<file path="src/shfc_pkg.sv">
// Purpose: Shared types and constants of the signalling header codec
// Assumes: One 250 MHz clock, frame rate derived by a divider
// Notes: Group word is 56 bits, first field in the top bits
package shfc_pkg;

  localparam int CLK_PERIOD_NS = 4;
  localparam int FRAME_MS = 432;
  localparam int FRAME_CYCLES_DEF = FRAME_MS * 1000000 / CLK_PERIOD_NS;

  localparam int GROUP_W = 56;
  localparam int CD_W = 11;
  localparam int FIDX_W = 22;
  localparam logic [3:0] SIG_VER = 4'h0;
  localparam logic [CD_W-1:0] CD_ONE = 11'h001;

  // Register byte offsets of the transmitter end
  localparam logic [7:0] REG_CTRL = 8'h00;
  localparam logic [7:0] REG_OPER = 8'h04;
  localparam logic [7:0] REG_EVENT = 8'h08;
  localparam logic [7:0] REG_MUX = 8'h0c;
  localparam logic [7:0] REG_STATE = 8'h10;
  localparam logic [7:0] REG_FRAME = 8'h14;
  localparam logic [7:0] REG_ISTAT = 8'h18;
  localparam logic [7:0] REG_IMASK = 8'h1c;

  // Field positions inside registers
  localparam int CTRL_EN_BIT = 0;
  localparam int EV_RECONF_BIT = 16;
  localparam int EV_RESCHED_BIT = 17;
  localparam int EV_RESYNC_BIT = 18;
  localparam int MUX_PERIOD_LSB = 8;
  localparam int ST_CFG_LSB = 16;
  localparam int ST_PIPES_LSB = 20;
  localparam int ST_FLAG_LSB = 24;
  localparam int IRQ_FRAME = 0;
  localparam int IRQ_EVENT = 1;
  localparam int IRQ_MIDNIGHT = 2;
  localparam int IRQ_W = 3;

  localparam logic [IRQ_W-1:0] IMASK_RST = 3'h0;
  localparam logic [3:0] PIPES_RST = 4'h0;

  // Parameter group, most significant bit first
  typedef struct packed {
    logic [3:0] version;
    logic reconfig;
    logic [CD_W-1:0] countdown;
    logic [7:0] network_operator_code;
    logic resync;
    logic reschedule;
    logic [FIDX_W-1:0] frame_idx;
    logic [1:0] sched_period;
    logic [1:0] cfg_idx;
    logic [3:0] pipes_m1;
  } shfc_group_t;

endpackage

</file>
<file path="src/shfc_link_if.sv">
// Purpose: Link between header packer and header parser
// Assumes: Both ends on the same clock
// Notes: group_valid is a one-cycle pulse per frame
`timescale 1ns/1ps
interface shfc_link_if import shfc_pkg::*; ();
  shfc_group_t group;
  logic group_valid;

  modport tx (
    output group,
    output group_valid
  );

  modport rx (
    input group,
    input group_valid
  );
endinterface

</file>
<file path="src/shfc_tx.sv">
// Purpose: Packs the frame and multiplex parameter group once per frame
// Assumes: utc_midnight is a one-cycle pulse synchronous to clk
// Notes: Frame rate is an enable pulse from an internal divider
`timescale 1ns/1ps
// What this block does
// RQ1: Version field at bit 0, always zero
// RQ2: Reconfig flag marks next pipe configuration
// RQ3: Reconfig flag only for pipe multiplex changes
// RQ4: Receiver tolerates missing resync flag frames
// RQ5: Eleven-bit countdown, zero means nothing pending
// RQ6: Announcements at most 2047 frames ahead
// RQ7: Eight-bit network operator code at bit 16
// RQ8: Resync flag at bit 24 prepares receivers
// RQ9: Receiver resynchronizes when countdown reaches zero
// RQ10: Reschedule flag marks next stream schedule
// RQ11: Twenty-two-bit frame index advances per frame
// RQ12: Frame index forced to zero at midnight
// RQ13: Schedule period code is frames/2 minus one
// RQ14: Config index increments on each reconfiguration
// RQ15: Pipe count minus one; group 56 bits
// RQ16: Fields packed MSB first, ascending order
module shfc_tx import shfc_pkg::*; #(
  parameter int unsigned FRAME_CYCLES = FRAME_CYCLES_DEF
) (
  input wire logic clk,
  input wire logic rst_n,
  input wire logic utc_midnight,
  input wire logic [7:0] reg_addr,
  input wire logic [31:0] reg_wdata,
  input wire logic reg_wr,
  input wire logic reg_rd,
  output logic [31:0] reg_rdata,
  output logic irq,
  shfc_link_if.tx link
);

  localparam int DW = $clog2(FRAME_CYCLES + 1);

  typedef struct packed {
    logic [DW-1:0] div;
    logic enable;
    logic [7:0] operator_code;
    logic [CD_W-1:0] countdown;
    logic reconf_pend;
    logic resched_pend;
    logic resync_pend;
    logic [3:0] pipes_next;
    logic [3:0] pipes_cur;
    logic [1:0] period;
    logic [1:0] cfg_idx;
    logic [FIDX_W-1:0] frame_idx;
    logic zero_req;
    logic [IRQ_W-1:0] ist;
    logic [IRQ_W-1:0] imask;
    logic irq;
    logic [31:0] rdata;
    shfc_group_t group;
    logic group_valid;
  } shfc_tx_state_t;

  shfc_tx_state_t s_r;
  shfc_tx_state_t s_nxt;
  logic tick;
  logic [IRQ_W-1:0] iset;
  logic [IRQ_W-1:0] iclr;
  logic [FIDX_W-1:0] fidx;
  shfc_group_t g;

  always_comb begin
    s_nxt = s_r;
    iset = '0;
    iclr = '0;
    g = s_r.group;
    tick = (s_r.div == DW'(FRAME_CYCLES - 1));
    fidx = s_r.zero_req ? '0 : s_r.frame_idx; // RQ12
    s_nxt.div = tick ? '0 : s_r.div + 1'b1;
    s_nxt.group_valid = 1'b0;
    s_nxt.rdata = '0;
    // Midnight request held until the next frame takes it
    if (utc_midnight) begin
      s_nxt.zero_req = 1'b1; // RQ12
    end
    if (tick) begin
      s_nxt.frame_idx = fidx + 1'b1; // RQ11
      s_nxt.zero_req = utc_midnight;
      if (s_r.zero_req) begin
        iset[IRQ_MIDNIGHT] = 1'b1;
      end
      if (s_r.countdown != '0) begin
        s_nxt.countdown = s_r.countdown - 1'b1; // RQ5
        if (s_r.countdown == CD_ONE) begin
          if (s_r.reconf_pend) begin
            s_nxt.cfg_idx = s_r.cfg_idx + 1'b1; // RQ14 RQ3
            s_nxt.pipes_cur = s_r.pipes_next;
          end
          s_nxt.reconf_pend = 1'b0;
          s_nxt.resched_pend = 1'b0;
          s_nxt.resync_pend = 1'b0;
          iset[IRQ_EVENT] = 1'b1;
        end
      end
      if (s_r.enable) begin
        g.version = SIG_VER; // RQ1
        g.reconfig = s_r.reconf_pend; // RQ2
        g.countdown = s_r.countdown; // RQ5
        g.network_operator_code = s_r.operator_code; // RQ7
        g.resync = s_r.resync_pend; // RQ8
        g.reschedule = s_r.resched_pend; // RQ10
        g.frame_idx = fidx; // RQ11
        g.sched_period = s_r.period; // RQ13
        // Flagged infoword already carries the next configuration
        g.cfg_idx = s_r.reconf_pend ? s_r.cfg_idx + 1'b1 : s_r.cfg_idx; // RQ2
        g.pipes_m1 = s_r.reconf_pend ? s_r.pipes_next : s_r.pipes_cur; // RQ15
        s_nxt.group = g; // RQ16
        s_nxt.group_valid = 1'b1;
        iset[IRQ_FRAME] = 1'b1;
      end
    end
    if (reg_wr) begin
      case (reg_addr)
        REG_CTRL: begin
          s_nxt.enable = reg_wdata[CTRL_EN_BIT];
        end
        REG_OPER: begin
          s_nxt.operator_code = reg_wdata[7:0];
        end
        REG_EVENT: begin
          // Eleven bits cap the lead time at 2047 frames
          s_nxt.countdown = reg_wdata[CD_W-1:0]; // RQ6
          s_nxt.reconf_pend = reg_wdata[EV_RECONF_BIT]; // RQ3
          s_nxt.resched_pend = reg_wdata[EV_RESCHED_BIT];
          s_nxt.resync_pend = reg_wdata[EV_RESYNC_BIT];
        end
        REG_MUX: begin
          s_nxt.pipes_next = reg_wdata[3:0];
          s_nxt.period = reg_wdata[MUX_PERIOD_LSB +: 2];
        end
        REG_ISTAT: begin
          iclr = reg_wdata[IRQ_W-1:0];
        end
        REG_IMASK: begin
          s_nxt.imask = reg_wdata[IRQ_W-1:0];
        end
        default: begin
        end
      endcase
    end
    // Hardware set wins over software clear
    s_nxt.ist = (s_r.ist & ~iclr) | iset;
    s_nxt.irq = |(s_nxt.ist & s_nxt.imask);
    // Read data stand one cycle, then drop back to zero
    if (reg_rd) begin
      case (reg_addr)
        REG_CTRL: begin
          s_nxt.rdata[CTRL_EN_BIT] = s_r.enable;
        end
        REG_OPER: begin
          s_nxt.rdata[7:0] = s_r.operator_code;
        end
        REG_EVENT: begin
          s_nxt.rdata[CD_W-1:0] = s_r.countdown;
          s_nxt.rdata[EV_RECONF_BIT] = s_r.reconf_pend;
          s_nxt.rdata[EV_RESCHED_BIT] = s_r.resched_pend;
          s_nxt.rdata[EV_RESYNC_BIT] = s_r.resync_pend;
        end
        REG_MUX: begin
          s_nxt.rdata[3:0] = s_r.pipes_next;
          s_nxt.rdata[MUX_PERIOD_LSB +: 2] = s_r.period;
        end
        REG_STATE: begin
          s_nxt.rdata[CD_W-1:0] = s_r.countdown;
          s_nxt.rdata[ST_CFG_LSB +: 2] = s_r.cfg_idx;
          s_nxt.rdata[ST_PIPES_LSB +: 4] = s_r.pipes_cur;
          s_nxt.rdata[ST_FLAG_LSB +: 3] = {s_r.resync_pend,
                                           s_r.resched_pend,
                                           s_r.reconf_pend};
        end
        REG_FRAME: begin
          s_nxt.rdata[FIDX_W-1:0] = s_r.frame_idx;
        end
        REG_ISTAT: begin
          s_nxt.rdata[IRQ_W-1:0] = s_r.ist;
        end
        REG_IMASK: begin
          s_nxt.rdata[IRQ_W-1:0] = s_r.imask;
        end
        default: begin
          s_nxt.rdata = '0;
        end
      endcase
    end
  end

  always_ff @(posedge clk or negedge rst_n) begin
    if (!rst_n) begin
      s_r <= '0;
      s_r.imask <= IMASK_RST;
      s_r.pipes_cur <= PIPES_RST;
      s_r.pipes_next <= PIPES_RST;
    end else begin
      s_r <= s_nxt;
    end
  end

  assign reg_rdata = s_r.rdata;
  assign irq = s_r.irq;
  assign link.group = s_r.group;
  assign link.group_valid = s_r.group_valid;

endmodule

</file>
<file path="src/flat_wrapper.sv">
// flat-port wrapper written by rule: the top's interface ports become plain ports
module shfc_tx_flat import shfc_pkg::*;
#(
  parameter int unsigned FRAME_CYCLES = FRAME_CYCLES_DEF
)
  (clk, rst_n, utc_midnight, reg_addr, reg_wdata, reg_wr, reg_rd, reg_rdata, irq, link_group, link_group_valid);
  shfc_link_if link_i ();
  input wire logic clk;
  input wire logic rst_n;
  input wire logic utc_midnight;
  input wire logic [7:0] reg_addr;
  input wire logic [31:0] reg_wdata;
  input wire logic reg_wr;
  input wire logic reg_rd;
  output logic [31:0] reg_rdata;
  output logic irq;
  output wire logic [$bits(link_i.group)-1:0] link_group;
  output wire logic [$bits(link_i.group_valid)-1:0] link_group_valid;
  assign link_group = link_i.group;
  assign link_group_valid = link_i.group_valid;
  shfc_tx #(.FRAME_CYCLES(FRAME_CYCLES)) u_core (.clk(clk), .rst_n(rst_n), .utc_midnight(utc_midnight), .reg_addr(reg_addr), .reg_wdata(reg_wdata), .reg_wr(reg_wr), .reg_rd(reg_rd), .reg_rdata(reg_rdata), .irq(irq), .link(link_i));
endmodule
</file>
<file path="config.mk">
export PLATFORM = sky130hd
export DESIGN_NAME = shfc_tx_flat
export DESIGN_NICKNAME = d
export VERILOG_FILES = /design/src/shfc_pkg.sv /design/src/shfc_link_if.sv /design/src/shfc_tx.sv /design/src/flat_wrapper.sv
export SDC_FILE = /design/constraint.sdc
export NUM_CORES = 1
export LEC_CHECK = 0
export ABC_AREA = 1
export BUFFER_PORTS_ARGS = -buffer_cell sky130_fd_sc_hd__buf_2
export CORE_ASPECT_RATIO = 1.25
export CORE_UTILIZATION = 45
export CTS_CLUSTER_DIAMETER = 120
export DETAILED_ROUTE_END_ITERATION = 10
export GPL_ROUTABILITY_DRIVEN = 0
export GPL_TIMING_DRIVEN = 0
export PLACE_DENSITY = 0.68
export SLEW_MARGIN = 20
export SYNTH_ARGS = -nofsm -noshare
export SYNTH_HDL_FRONTEND = slang
export SYNTH_SLANG_ARGS = --single-unit
</file>
<file path="constraint.sdc">
create_clock -name clk -period 4.3 [get_ports clk]
set_clock_uncertainty 0.2 [all_clocks]
set_input_delay 0.86 -clock clk [delete_from_list [all_inputs] [get_ports clk]]
set_output_delay 0.86 -clock clk [all_outputs]
set_load 0.05 [all_outputs]
</file>
# Yosys cells after proc, flatten, opt, wreduce, memory -nomap -nowiden
# Index checks and enable logic that the tools add are counted.
# word_totals
register_bits	172
# op_classes
n_mux	36
n_eq_ne	9
n_addsub	4
n_reduce_logical	10
n_bitwise	4
# op_table
cell	n
27-bit 2-to-1 mux	2
14-bit 2-to-1 mux	3
8-bit by 5-bit == test with 1-bit output (second input constant)	4
27-bit by 1-bit adder with 27-bit output (second input constant)	1
27-bit == test (second input constant)	1
22-bit by 1-bit adder with 22-bit output (second input constant)	1
22-bit 2-to-1 mux	1
18-bit 2-to-1 mux	1
3-bit 2-to-1 mux	6
8-bit by 4-bit == test with 1-bit output (second input constant)	2
2-bit case mux with 3 select lines	2
2-bit case mux with 6 select lines	1
4-bit case mux with 3 select lines	1
11-bit by 1-bit == test with 1-bit output (second input constant)	1
11-bit nonzero test	1
11-bit by 1-bit subtractor with 11-bit output (second input constant)	1
5-bit 2-to-1 mux	2
1-bit 2-to-1 mux	9
8-bit by 3-bit == test with 1-bit output (second input constant)	1
8-bit zero test	1
4-bit 2-to-1 mux	2
2-bit AND reduction	4
1-bit case mux with 7 select lines	1
3-bit AND	2
other kinds (11)	12

# Longest topological paths before layout
# Gate-level depths: netlist of run 1.
# logic_depth
depth_word	8
depth_mapped	12

# Worst setup path before layout of run 1
# OpenSTA, ideal clock, no wires.
# synth_timing
kind	input to register
from	input reg_addr[1]
to	register u_core.s_r[140] (netlist bit)
arrival_ps	1931
setup_time_ps	113
t_required_ps	3987
path_stages	9
path_slack_ps	2056
cell_sequence	nor2_1 -> nand2_1 -> nor2_1 -> nand3_1 -> inv_1 -> buf_4 -> nand2_1 -> nand2_1 -> inv_1
# synth_rtl
element	line_no	rtl
start: declaration	flat_wrapper.sv:11	input wire logic [7:0] reg_addr;
end signal: assignment	shfc_tx.sv:201	s_r <= s_nxt;
end: declaration	shfc_tx.sv:61	shfc_tx_state_t s_r;

# Worst setup path after layout of run 1
# layout_timing
from	register u_core.s_r[96] (netlist bit)
to	register u_core.s_r[113] (netlist bit)
# layout_between
elab_chain_cells	2
# layout_lines
element	line_no	rtl
22-bit 2-to-1 mux	shfc_tx.sv:75	fidx = s_r.zero_req ? '0 : s_r.frame_idx;
named net u_core.fidx[0]	shfc_tx.sv:66	logic [FIDX_W-1:0] fidx;
22-bit by 1-bit adder with 22-bit output	shfc_tx.sv:84	s_nxt.frame_idx = fidx + 1'b1;
# The timed path passes the listed nets, and every way through them passes these cells.
# A chain may end at the register's enable or synchronous reset.

==> out/results.ini, run 1 <==
[drt]
drt_pass1_iterations=5
drt-total-wl_mm=23.6
drt_iter0_markers=683
ant_nets=0
vias_per_cell=4.92
drc_errors=0
routedWlPerCell_um=14.7
vias=7898

[global_route]
first_global_vias=7459
grt.total_usage_pct=23.9
grt_max_degree=60
antenna_found_initial=0
grt_first_pass_wirelength_mm=38.3
overflow=0

[clock_tree]
cts_max_level=4
cts_tree=built
ctsHoldBuffers=0
cts_buffer_depth=2
clk_latency_ns=0.44
cts_num_sinks=172
cts.clk_slew.worst_paths_ns=0.07
cts_buffers=17
cts_resized=0
cts-root-buf=clkbuf_16
post_cts_buffers=0

[power]
p_per_area_mw_per_mm2=312
cellLeakagePower_nw=5.52
peakVddDrop_mv=0.267

[layout]
drive_gt1_share_pct=22.3
nets=1371
final_common_cell=nand2_1
final_cell_mix=nand2_1 (336), dfrtp_1 (172), nor2_1 (140)
syn2layout_area_growth_pct=16.7
antenna_cells=0
fin_area_mm2=0.0108

[setup_path]
worstSetupEndpointType=flip-flop
start_kind=flip-flop
cp_num_buf_inv=1
cp_top_family=simple AND/OR/NAND/NOR gates
cp_cell_sequence=clkbuf_1 > nor2_1 > ha_1 > nand3_1 > nor2_1 > nand3_1 > nand2_1 > nand2_1 > nand2_1 > o21ai_0
worst_path_most_repeated_cell=nand2_1
worstPathRequired_ns=4.40
critPathKind=reg -> reg
worstPathArrival_ns=2.86
crit_fanout=10
slowest_stage=nor2_1
slowest_delay_ns=0.50

[timing]
slew_violations=0
slew_headroom_pct=55.3
timing.fmax_ghz=0.362
final_hold_viol_count=0
tightestPinTransition_ns=0.665
min_period_ns=2.76
grt_setup_unrepaired=false
fin_tns_setup_ns=0
period_share_pct=64.2
finalSetupViolCount=0

[synth]
synth_area_leader_cell=dfrtp_1
synth_area_mm2=0.00923
ys_types=36
syn_inst=1187
ys_async_sr_fraction_pct=100
yosysSeqAreaShare_pct=46.6
synth_top_area_share_pct=46.6
yosysWarnings=0
synth_seq_cells=172
synth_flop_cell=dfrtp_1
synthTopCellsByArea=dfrtp_1 (47%), nand2_1 (14%), buf_4 (7.3%)
synth.avg_cell_area_um2=7.78
synth_edf_count=0

[floorplan]
die_area_mm2=0.0211
die_w_um=130
num_rows=58
core_mm2=0.0201
boundaryPins=135
die_h_um=162
start_util_pct=45.9

[placement]
port_buffers=105
hpwl_mm=18.1
postPlaceCellArea_mm2=0.0102

[hold_path]
hold_path_class=in -> async

[status]
status=completed

[job]
max-cap-violations=0

[path summary, 6_finish.rpt]
path	from	to	slack, ns	cells past startpoint
max	u_core.s_r[96]$_DFFE_PN0P_	u_core.s_r[113]$_DFFE_PN0N_	1.54	10
min	rst_n	u_core.link.group[2]$_DFFE_PN0P_	0.13	1
max reg2reg	u_core.s_r[96]$_DFFE_PN0P_	u_core.s_r[113]$_DFFE_PN0N_	1.54	10
min reg2reg	u_core.s_r[154]$_DFF_PN0_	u_core.s_r[154]$_DFF_PN0_	0.26	1
max in group asynchronous	rst_n	u_core.s_r[159]$_DFF_PN0_	2.83	3
min in group clk	u_core.s_r[154]$_DFF_PN0_	u_core.s_r[154]$_DFF_PN0_	0.26	1
[per-stage QoR]
| stage | hold WS (ns) | std cells | utilization (%) | power, mW | worst slack, ns |
|---|---|---|---|---|---|
| after floorplan | 0.233 | 1195 | - | 1.75 | 2.06 |
| after global placement | 0.245 | 1570 | 50.4 | 1.82 | -0.530 |
| after detailed placement | 0.253 | 1572 | 50.7 | 1.83 | 1.52 |
| after CTS | 0.140 | 1604 | 53.6 | 3.38 | 1.59 |
| after global routing | 0.148 | 1604 | 53.6 | 3.47 | 1.45 |
| final | 0.132 | 1604 | 53.6 | 3.36 | 1.54 |
[routing by layer]
metal  part of all wire (%)  vias up  GRT usage [%]
met2                     50      223           39.3
li1                       -     3918              -
met1                     42     3705           30.4
met5                      0        -              0
met3                    4.7       52           4.38
met4                    3.6        0           11.1
[Yosys cell counts (2+ instances only)]
| cell | count |
|---|---|
| o22ai_1 | 4 |
| inv_2 | 3 |
| a31oi_1 | 4 |
| a21oi_1 | 18 |
| inv_1 | 123 |
| nand2_1 | 336 |
| o21ai_2 | 32 |
| o21ai_1 | 16 |
| nand4_1 | 11 |
| ha_1 | 5 |
| nand3_1 | 92 |
| nor3_1 | 13 |
| xor2_1 | 21 |
| nand2_2 | 14 |
| o211ai_1 | 2 |
| dfrtp_1 | 172 |
| buf_2 | 6 |
| nand3b_1 | 2 |
| clkbuf_1 | 9 |
| xnor2_1 | 3 |
| buf_6 | 9 |
| o21ai_0 | 48 |
| nor2_4 | 3 |
| buf_4 | 90 |
| nor2_1 | 140 |
[sequential cells by signal, summed over array words and instances, names as in the netlist]
register,flops
u_core.s_r,91
u_core.reg_rdata,27
u_core.link.group,52
u_core.irq,1
u_core.link.group_valid,1
[logic make-up (layout without fill, tap and decap cells)]
kind of cell / Yosys count / after routing / synth area share [%]
and+or+nand+nor: 613 / 613 / 27.4
buffers and inverters: 243 / 382 / 14.4
DFF: 172 / 172 / 46.6
AOI/OAI and AO/OA: 128 / 128 / 8.52
xor gates and xnor gates: 24 / 24 / 2.28
adders and majority gates: 5 / 5 / 0.678
other: 1 / 9 / 0.0406
muxes: 1 / 1 / 0.108
[where the power goes]
group          switching, mW  internal [mW]
Combinational          0.108         0.0394
Sequential            0.0174           1.63
Clock                  0.692          0.867
Total                  0.817           2.54
[layout make-up]
type	instances	area, um2
timing repair buffer	107	591
multi-input combinational	780	3630
clock buffer	17	425
tap	270	338
buffer	115	845
fill	1950	9320
inverter	128	482
clock inverter	15	161
sequential	172	4300
No activity file was read; power rests on OpenSTA's default activity.
==> run 2, diff against run 1 <==
Settings changed: PLACE_DENSITY 0.68 to 0.71.
Clock period 4.3 ns to 2.4 ns, I/O delays scaled along.
==> run 2 against run 1 <==
Effect of this change: sequential cell count did not move; register-to-register slack got worse by 1.4 ns; core utilization increased by 0.093 points; largest power group unchanged; non-clock buffer count up 1; via count rose by 0.34%; die area is the same; final area grew 0.17%; first-iteration DRC count fell by 6.0%; clock power rose by 72%; cell count barely moved.
==> out/results.ini, run 2 (same netlist as run 1, synthesis figures left out) <==
[clock_tree]
cts_buffers=17  ; unchanged
post_cts_buffers=0  ; unchanged
cts.clk_slew.worst_paths_ns=0.07  ; about the same
cts_max_level=4  ; unchanged
cts_buffer_depth=2  ; unchanged
cts-root-buf=clkbuf_16  ; unchanged
cts_num_sinks=172  ; unchanged
clk_latency_ns=0.44  ; about the same
cts_tree=built  ; unchanged

[hold_path]
hold_path_class=in -> reg  ; was in -> async
hold_path_depth=2

[power]
p_sw_share_pct=23.4  ; was 24.3%
cellLeakagePower_nw=5.50  ; was 5.52 nW
total_power_mw=5.90  ; was 3.36 mW
p_clk_share_pct=45.4  ; was 46.4%
peakVddDrop_mv=0.499  ; was 0.267 mV
internal_power_mw=4.52  ; was 2.54 mW
p_per_area_mw_per_mm2=547  ; was 312 mW/mm2
power.share.sequential_pct=50.2  ; was 49.2%
combPwrFrac_pct=4.5  ; was 4.4%
switchingPower_mw=1.38  ; was 0.817 mW

[setup_path]
crit_fanout=10  ; unchanged
worstRegToRegCells=10  ; unchanged
worstSetupEndpointType=flip-flop  ; unchanged
critPathKind=reg -> reg  ; unchanged
start_kind=flip-flop  ; unchanged
worstPathRequired_ns=2.58  ; was 4.40 ns
worstPathArrival_ns=2.43  ; was 2.86 ns

[floorplan]
die_h_um=162  ; unchanged
die_w_um=130  ; unchanged
start_util_pct=45.9  ; unchanged
num_rows=58  ; unchanged
die_area_mm2=0.0211  ; unchanged
boundaryPins=135  ; unchanged
core_mm2=0.0201  ; unchanged

[layout]
utilization_pct=53.7  ; was 53.6%
final_cell_mix=nand2_1 (336), dfrtp_1 (171), nor2_1 (136)  ; was nand2_1 (336), dfrtp_1 (172), nor2_1 (140)
largest_reg_flops=91  ; unchanged
nets=1372  ; was 1371
drive_gt1_share_pct=22.8  ; was 22.3%
antenna_cells=0  ; unchanged
syn2layout_area_growth_pct=16.9  ; was 16.7%
final_common_cell=nand2_1  ; unchanged
regMostFlops=u_core.s_r  ; unchanged

[global_route]
antenna_found_initial=0  ; unchanged
overflow=0  ; unchanged
grt_max_degree=64  ; was 60
grt.total_usage_pct=23.3  ; was 23.9%
first_global_vias=7361  ; was 7459
grt_first_pass_wirelength_mm=37.1  ; was 38.3 mm

[drt]
drc_errors=0  ; unchanged
drt_iter0_markers=642  ; was 683
vias_per_cell=4.94  ; was 4.92
routedWlPerCell_um=14.5  ; was 14.7 um
drt_pass1_iterations=5  ; unchanged
ant_nets=0  ; unchanged
vias=7925  ; was 7898
drt-total-wl_mm=23.3  ; was 23.6 mm

[timing]
slew_violations=0  ; unchanged
timing.fmax_ghz=0.444  ; was 0.362 GHz
tightestPinTransition_ns=0.597  ; was 0.665 ns
grt_setup_unrepaired=true  ; was false
slew_headroom_pct=60.0  ; was 55.3%
finalSetupViolCount=0  ; unchanged
final_hold_viol_count=0  ; unchanged
min_period_ns=2.25  ; was 2.76 ns
period_share_pct=93.9  ; was 64.2%

[job]
max-cap-violations=0  ; unchanged

[placement]
port_buffers=105  ; unchanged
hpwl_mm=17.9  ; was 18.1 mm

[status]
status=completed  ; unchanged

run 2: changes by cell type in the layout (fill, tap and decap cells not counted), moves of 2 or more:
cell      previous run  this run
clkinv_2             5         1
nor2_1             140       136
clkbuf_8             0         3
clkbuf_1             9        11
inv_8                2         0
inv_6                4         2
clkbuf_2             0         2
nor2_2               1         4
run 2: final timing paths:
check                                               endpoint  slack [ns]                        from
hold reg to reg                    u_core.s_r[154]$_DFF_PN0_        0.26   u_core.s_r[154]$_DFF_PN0_
setup reg to reg                 u_core.s_r[111]$_DFFE_PN0N_        0.15  u_core.s_r[96]$_DFFE_PN0P_
max in group asynchronous         u_core.s_r[96]$_DFFE_PN0P_        0.70                       rst_n
setup / recovery                 u_core.s_r[111]$_DFFE_PN0N_        0.15  u_core.s_r[96]$_DFFE_PN0P_
hold / removal                    u_core.s_r[96]$_DFFE_PN0P_        0.04                utc_midnight
min in group asynchronous  u_core.link.group[51]$_DFFE_PN0P_        0.34                       rst_n
run 2: metal layers:
| metal | part of all wire (%) | routed length, um | GRT usage (%) |
|---|---|---|---|
| met4 | 3.9 | 916 | 11.3 |
| met3 | 5.3 | 1230 | 3.99 |
| met5 | 0 | 0 | 0 |
| met2 | 50 | 11600 | 38.6 |
| met1 | 41 | 9630 | 29.2 |
run 2: cell type report:
type / count / area, um2
inverter: 128 / 482
fill: 1920 / 9300
timing repair buffer: 108 / 601
buffer: 115 / 851
sequential: 172 / 4310
tap: 270 / 338
clock inverter: 7 / 80.1
clock buffer: 25 / 485
multi-input combinational: 780 / 3660
run 2: critical path, cell delays in order (launching register included):
cell	delay [ns]
dfrtp_2	0.47
clkbuf_4	0.23
nor2_4	0.19
ha_2	0.26
nand3_1	0.17
inv_2	0.14
nand2_1	0.12
nor2_2	0.14
xor2_1	0.16
nand2_1	0.06
nand2_1	0.05
run 2: timing repair:
action,4_1_cts,5_1_grt
pin swaps,0,1
setup endpoints to repair,7,19
hold buffers,1,0
endpoints found under the hold margin,54,0
gates resized for setup,5,10
run 2: metrics by stage:
| step | instance area [um2] | setup TNS [ns] | hold WS, ns | instances | worst slack (ns) |
|---|---|---|---|---|---|
| after floorplan | 9260 | 0 | -0.0156 | 1195 | 0.356 |
| after global placement | 10100 | -344.06 | 0.245 | 1570 | -2.01 |
| after detailed placement | 10200 | -0.837 | 0.224 | 1572 | -0.314 |
| after CTS | 10800 | 0 | 0.0420 | 1605 | 0.0223 |
| after global routing | 10800 | -0.0231 | 0.0518 | 1605 | -0.0231 |
| final | 10800 | 0 | 0.0389 | 1605 | 0.146 |
run 2: power by group through the flow:
stage / logic [mW] / registers, mW / clock network [mW]
detailed placement: 0.265 / 3.01 / 0
finish: 0.264 / 2.96 / 2.68
CTS: 0.267 / 2.96 / 2.69
floorplan: 0.130 / 3.01 / 0
global placement: 0.249 / 3.01 / 0
global route: 0.296 / 2.96 / 2.80
==> run 3, diff against run 2 <==
Settings changed: HOLD_SLACK_MARGIN set to 0.15, PLACE_DENSITY 0.71 to 0.68.
Clock period 2.4 ns to 2.5 ns, I/O delays scaled along.
==> run 3 against run 2 <==
Effect of this change: register-to-register slack got worse by 0.06 ns; total power down 1.9%; non-clock buffer count increased by 10; maximum frequency is 6.8% lower; global-route usage increased by 0.79 points; critical path depth did not move; clock-buffer cell count decreased by 8; final area up 0.94%; first-iteration DRC count is 0.16% lower; hold slack improved by 0.13 ns; critical path type unchanged.
==> out/results.ini, run 3 (same netlist as run 1, synthesis figures left out) <==
[setup_path]
worstPathArrival_ns=2.53  ; was 2.43 ns
worstSetupEndpointType=flip-flop  ; unchanged
reg2reg_from=u_core.s_r[96]$_DFFE_PN0P_  ; unchanged
worstPathRequired_ns=2.61  ; was 2.58 ns
worstRegToRegCells=10  ; unchanged
crit_fanout=10  ; unchanged
start_kind=flip-flop  ; unchanged
critPathKind=reg -> reg  ; unchanged
worstReg2RegEnd=u_core.s_r[113]$_DFFE_PN0N_  ; was u_core.s_r[111]$_DFFE_PN0N_
r2r_setup_slack_ns=0.08  ; was 0.15 ns

[hold_path]
hold_start=reg_wdata[4]  ; was utc_midnight
hold_path_class=in -> reg  ; unchanged
hold_path_depth=3  ; was 2
hold_path_end=u_core.s_r[149]$_DFFE_PN0P_  ; was u_core.s_r[96]$_DFFE_PN0P_

[clock_tree]
cts_tree=built  ; unchanged
clk_latency_ns=0.44  ; about the same
cts.clk_slew.worst_paths_ns=0.07  ; about the same
post_cts_buffers=0  ; unchanged
cts_max_level=4  ; unchanged
cts_buffers=17  ; unchanged
cts_buffer_depth=2  ; unchanged
cts-root-buf=clkbuf_16  ; unchanged
cts_num_sinks=172  ; unchanged

[placement]
dp.cells=1572  ; unchanged
port_buffers=105  ; unchanged
hpwl_mm=18.1  ; was 17.9 mm

[timing]
min_period_ns=2.42  ; was 2.25 ns
period_share_pct=96.8  ; was 93.9%
grt_setup_unrepaired=true  ; unchanged
fin_tns_setup_ns=0  ; unchanged
finalSetupViolCount=0  ; unchanged
timing.fmax_ghz=0.413  ; was 0.444 GHz
tightestPinTransition_ns=0.661  ; was 0.597 ns
slew_headroom_pct=55.6  ; was 60.0%
final_hold_viol_count=0  ; unchanged
slew_violations=0  ; unchanged

[floorplan]
core_mm2=0.0201  ; unchanged
start_util_pct=45.9  ; unchanged
boundaryPins=135  ; unchanged
num_rows=58  ; unchanged
die_h_um=162  ; unchanged
die_area_mm2=0.0211  ; unchanged
die_w_um=130  ; unchanged

[layout]
regMostFlops=u_core.s_r  ; unchanged
final_common_cell=nand2_1  ; unchanged
antenna_cells=0  ; unchanged
syn2layout_area_growth_pct=18.0  ; was 16.9%
final_cell_mix=nand2_1 (336), dfrtp_1 (172), nor2_1 (139)  ; was nand2_1 (336), dfrtp_1 (171), nor2_1 (136)
fillerInstances=1945  ; was 1920
nets=1382  ; was 1372
fin_cells=1615  ; was 1605
drive_gt1_share_pct=22.4  ; was 22.8%
largest_reg_flops=91  ; unchanged

[global_route]
first_global_vias=7548  ; was 7361
grt.total_usage_pct=24.1  ; was 23.3%
grt_first_pass_wirelength_mm=38.6  ; was 37.1 mm
antenna_found_initial=0  ; unchanged
overflow=0  ; unchanged
grt_max_degree=60  ; was 64

[drt]
drt_iter0_markers=641  ; was 642
drt_pass1_iterations=5  ; unchanged
routedWlPerCell_um=14.7  ; was 14.5 um
ant_nets=0  ; unchanged
drc_errors=0  ; unchanged
vias_per_cell=4.91  ; was 4.94
vias=7931  ; was 7925
drt-total-wl_mm=23.7  ; was 23.3 mm

[power]
total_power_mw=5.79  ; was 5.90 mW
p_per_area_mw_per_mm2=531  ; was 547 mW/mm2
peakVddDrop_mv=0.465  ; was 0.499 mV
cellLeakagePower_nw=5.57  ; was 5.50 nW

[status]
status=completed  ; unchanged

[job]
max-cap-violations=0  ; unchanged

[run 3: cell types whose count changed in the layout (fill, tap and decap cells not counted), sizes merged]
| cell | previous run | this run |
|---|---|---|
| bufinv | 1 | 2 |
| clkbuf | 34 | 26 |
| clkinv | 4 | 7 |
| dlygate4sd3 | 1 | 11 |
| inv | 128 | 132 |
[run 3: where the power goes]
group | switching, mW | total (mW) | internal (mW)
registers | 0.0298 | 2.84 | 2.81
logic | 0.188 | 0.266 | 0.0788
clock network | 1.19 | 2.69 | 1.49
total | 1.41 | 5.79 | 4.38
[run 3: layout make-up]
class	count	area, um2	share of cell area, %
clock buffer	17	425	3.90
timing repair buffer	118	701	6.43
sequential	172	4300	39.5
multi-input combinational	780	3640	33.4
buffer	115	847	7.77
inverter	128	482	4.42
tap	270	338	3.10
clock inverter	15	161	1.48
[run 3: worst max-delay path, stage by stage, from the launching register on]
cell      delay [ns]
dfrtp_1         0.46
clkbuf_2        0.27
nor2_4          0.25
ha_1            0.27
nand3_1         0.16
nor2_1          0.28
nand3_1         0.12
nand2_1         0.08
nand2_1         0.05
nand2_1         0.05
o21ai_0         0.09
[run 3: per-stage QoR]
step	setup slack, ns	cell area (um2)	utilization [%]	hold slack [ns]
after detailed placement	-0.195	10200	50.7	0.248
after global placement	-1.97	10100	50.4	0.245
after CTS	0.0316	10900	54.2	0.176
after floorplan	0.456	9260	-	0.00441
after global routing	-0.0152	10900	54.2	0.174
final	0.0811	10900	54.2	0.167
[run 3: worst max path at each step]
stage,start,to,cells after the start
finish,u_core.s_r[96]$_DFFE_PN0P_,u_core.s_r[113]$_DFFE_PN0N_,10
global route,u_core.s_r[96]$_DFFE_PN0P_,u_core.s_r[113]$_DFFE_PN0N_,10
CTS,u_core.s_r[96]$_DFFE_PN0P_,u_core.s_r[111]$_DFFE_PN0N_,10
detailed placement,u_core.s_r[96]$_DFFE_PN0P_,u_core.s_r[111]$_DFFE_PN0N_,10
global placement,rst_n,u_core.s_r[155]$_DFF_PN0_,1
floorplan,u_core.s_r[96]$_DFFE_PN0P_,u_core.s_r[113]$_DFFE_PN0N_,10
[run 3: routing by layer]
metal	vias up	global-route usage [%]	share of wire (%)
li1	3942	-	-
met3	57	4.31	4.6
met2	236	39.6	50
met4	0	11.1	3.7
met1	3696	30.6	42
met5	-	0	0
[run 3: repair_timing]
action                     in CTS  in global routing
gates resized for setup         2                  4
hold endpoints to repair       65                  0
setup endpoints to repair       4                 11
hold buffers                   11                  0
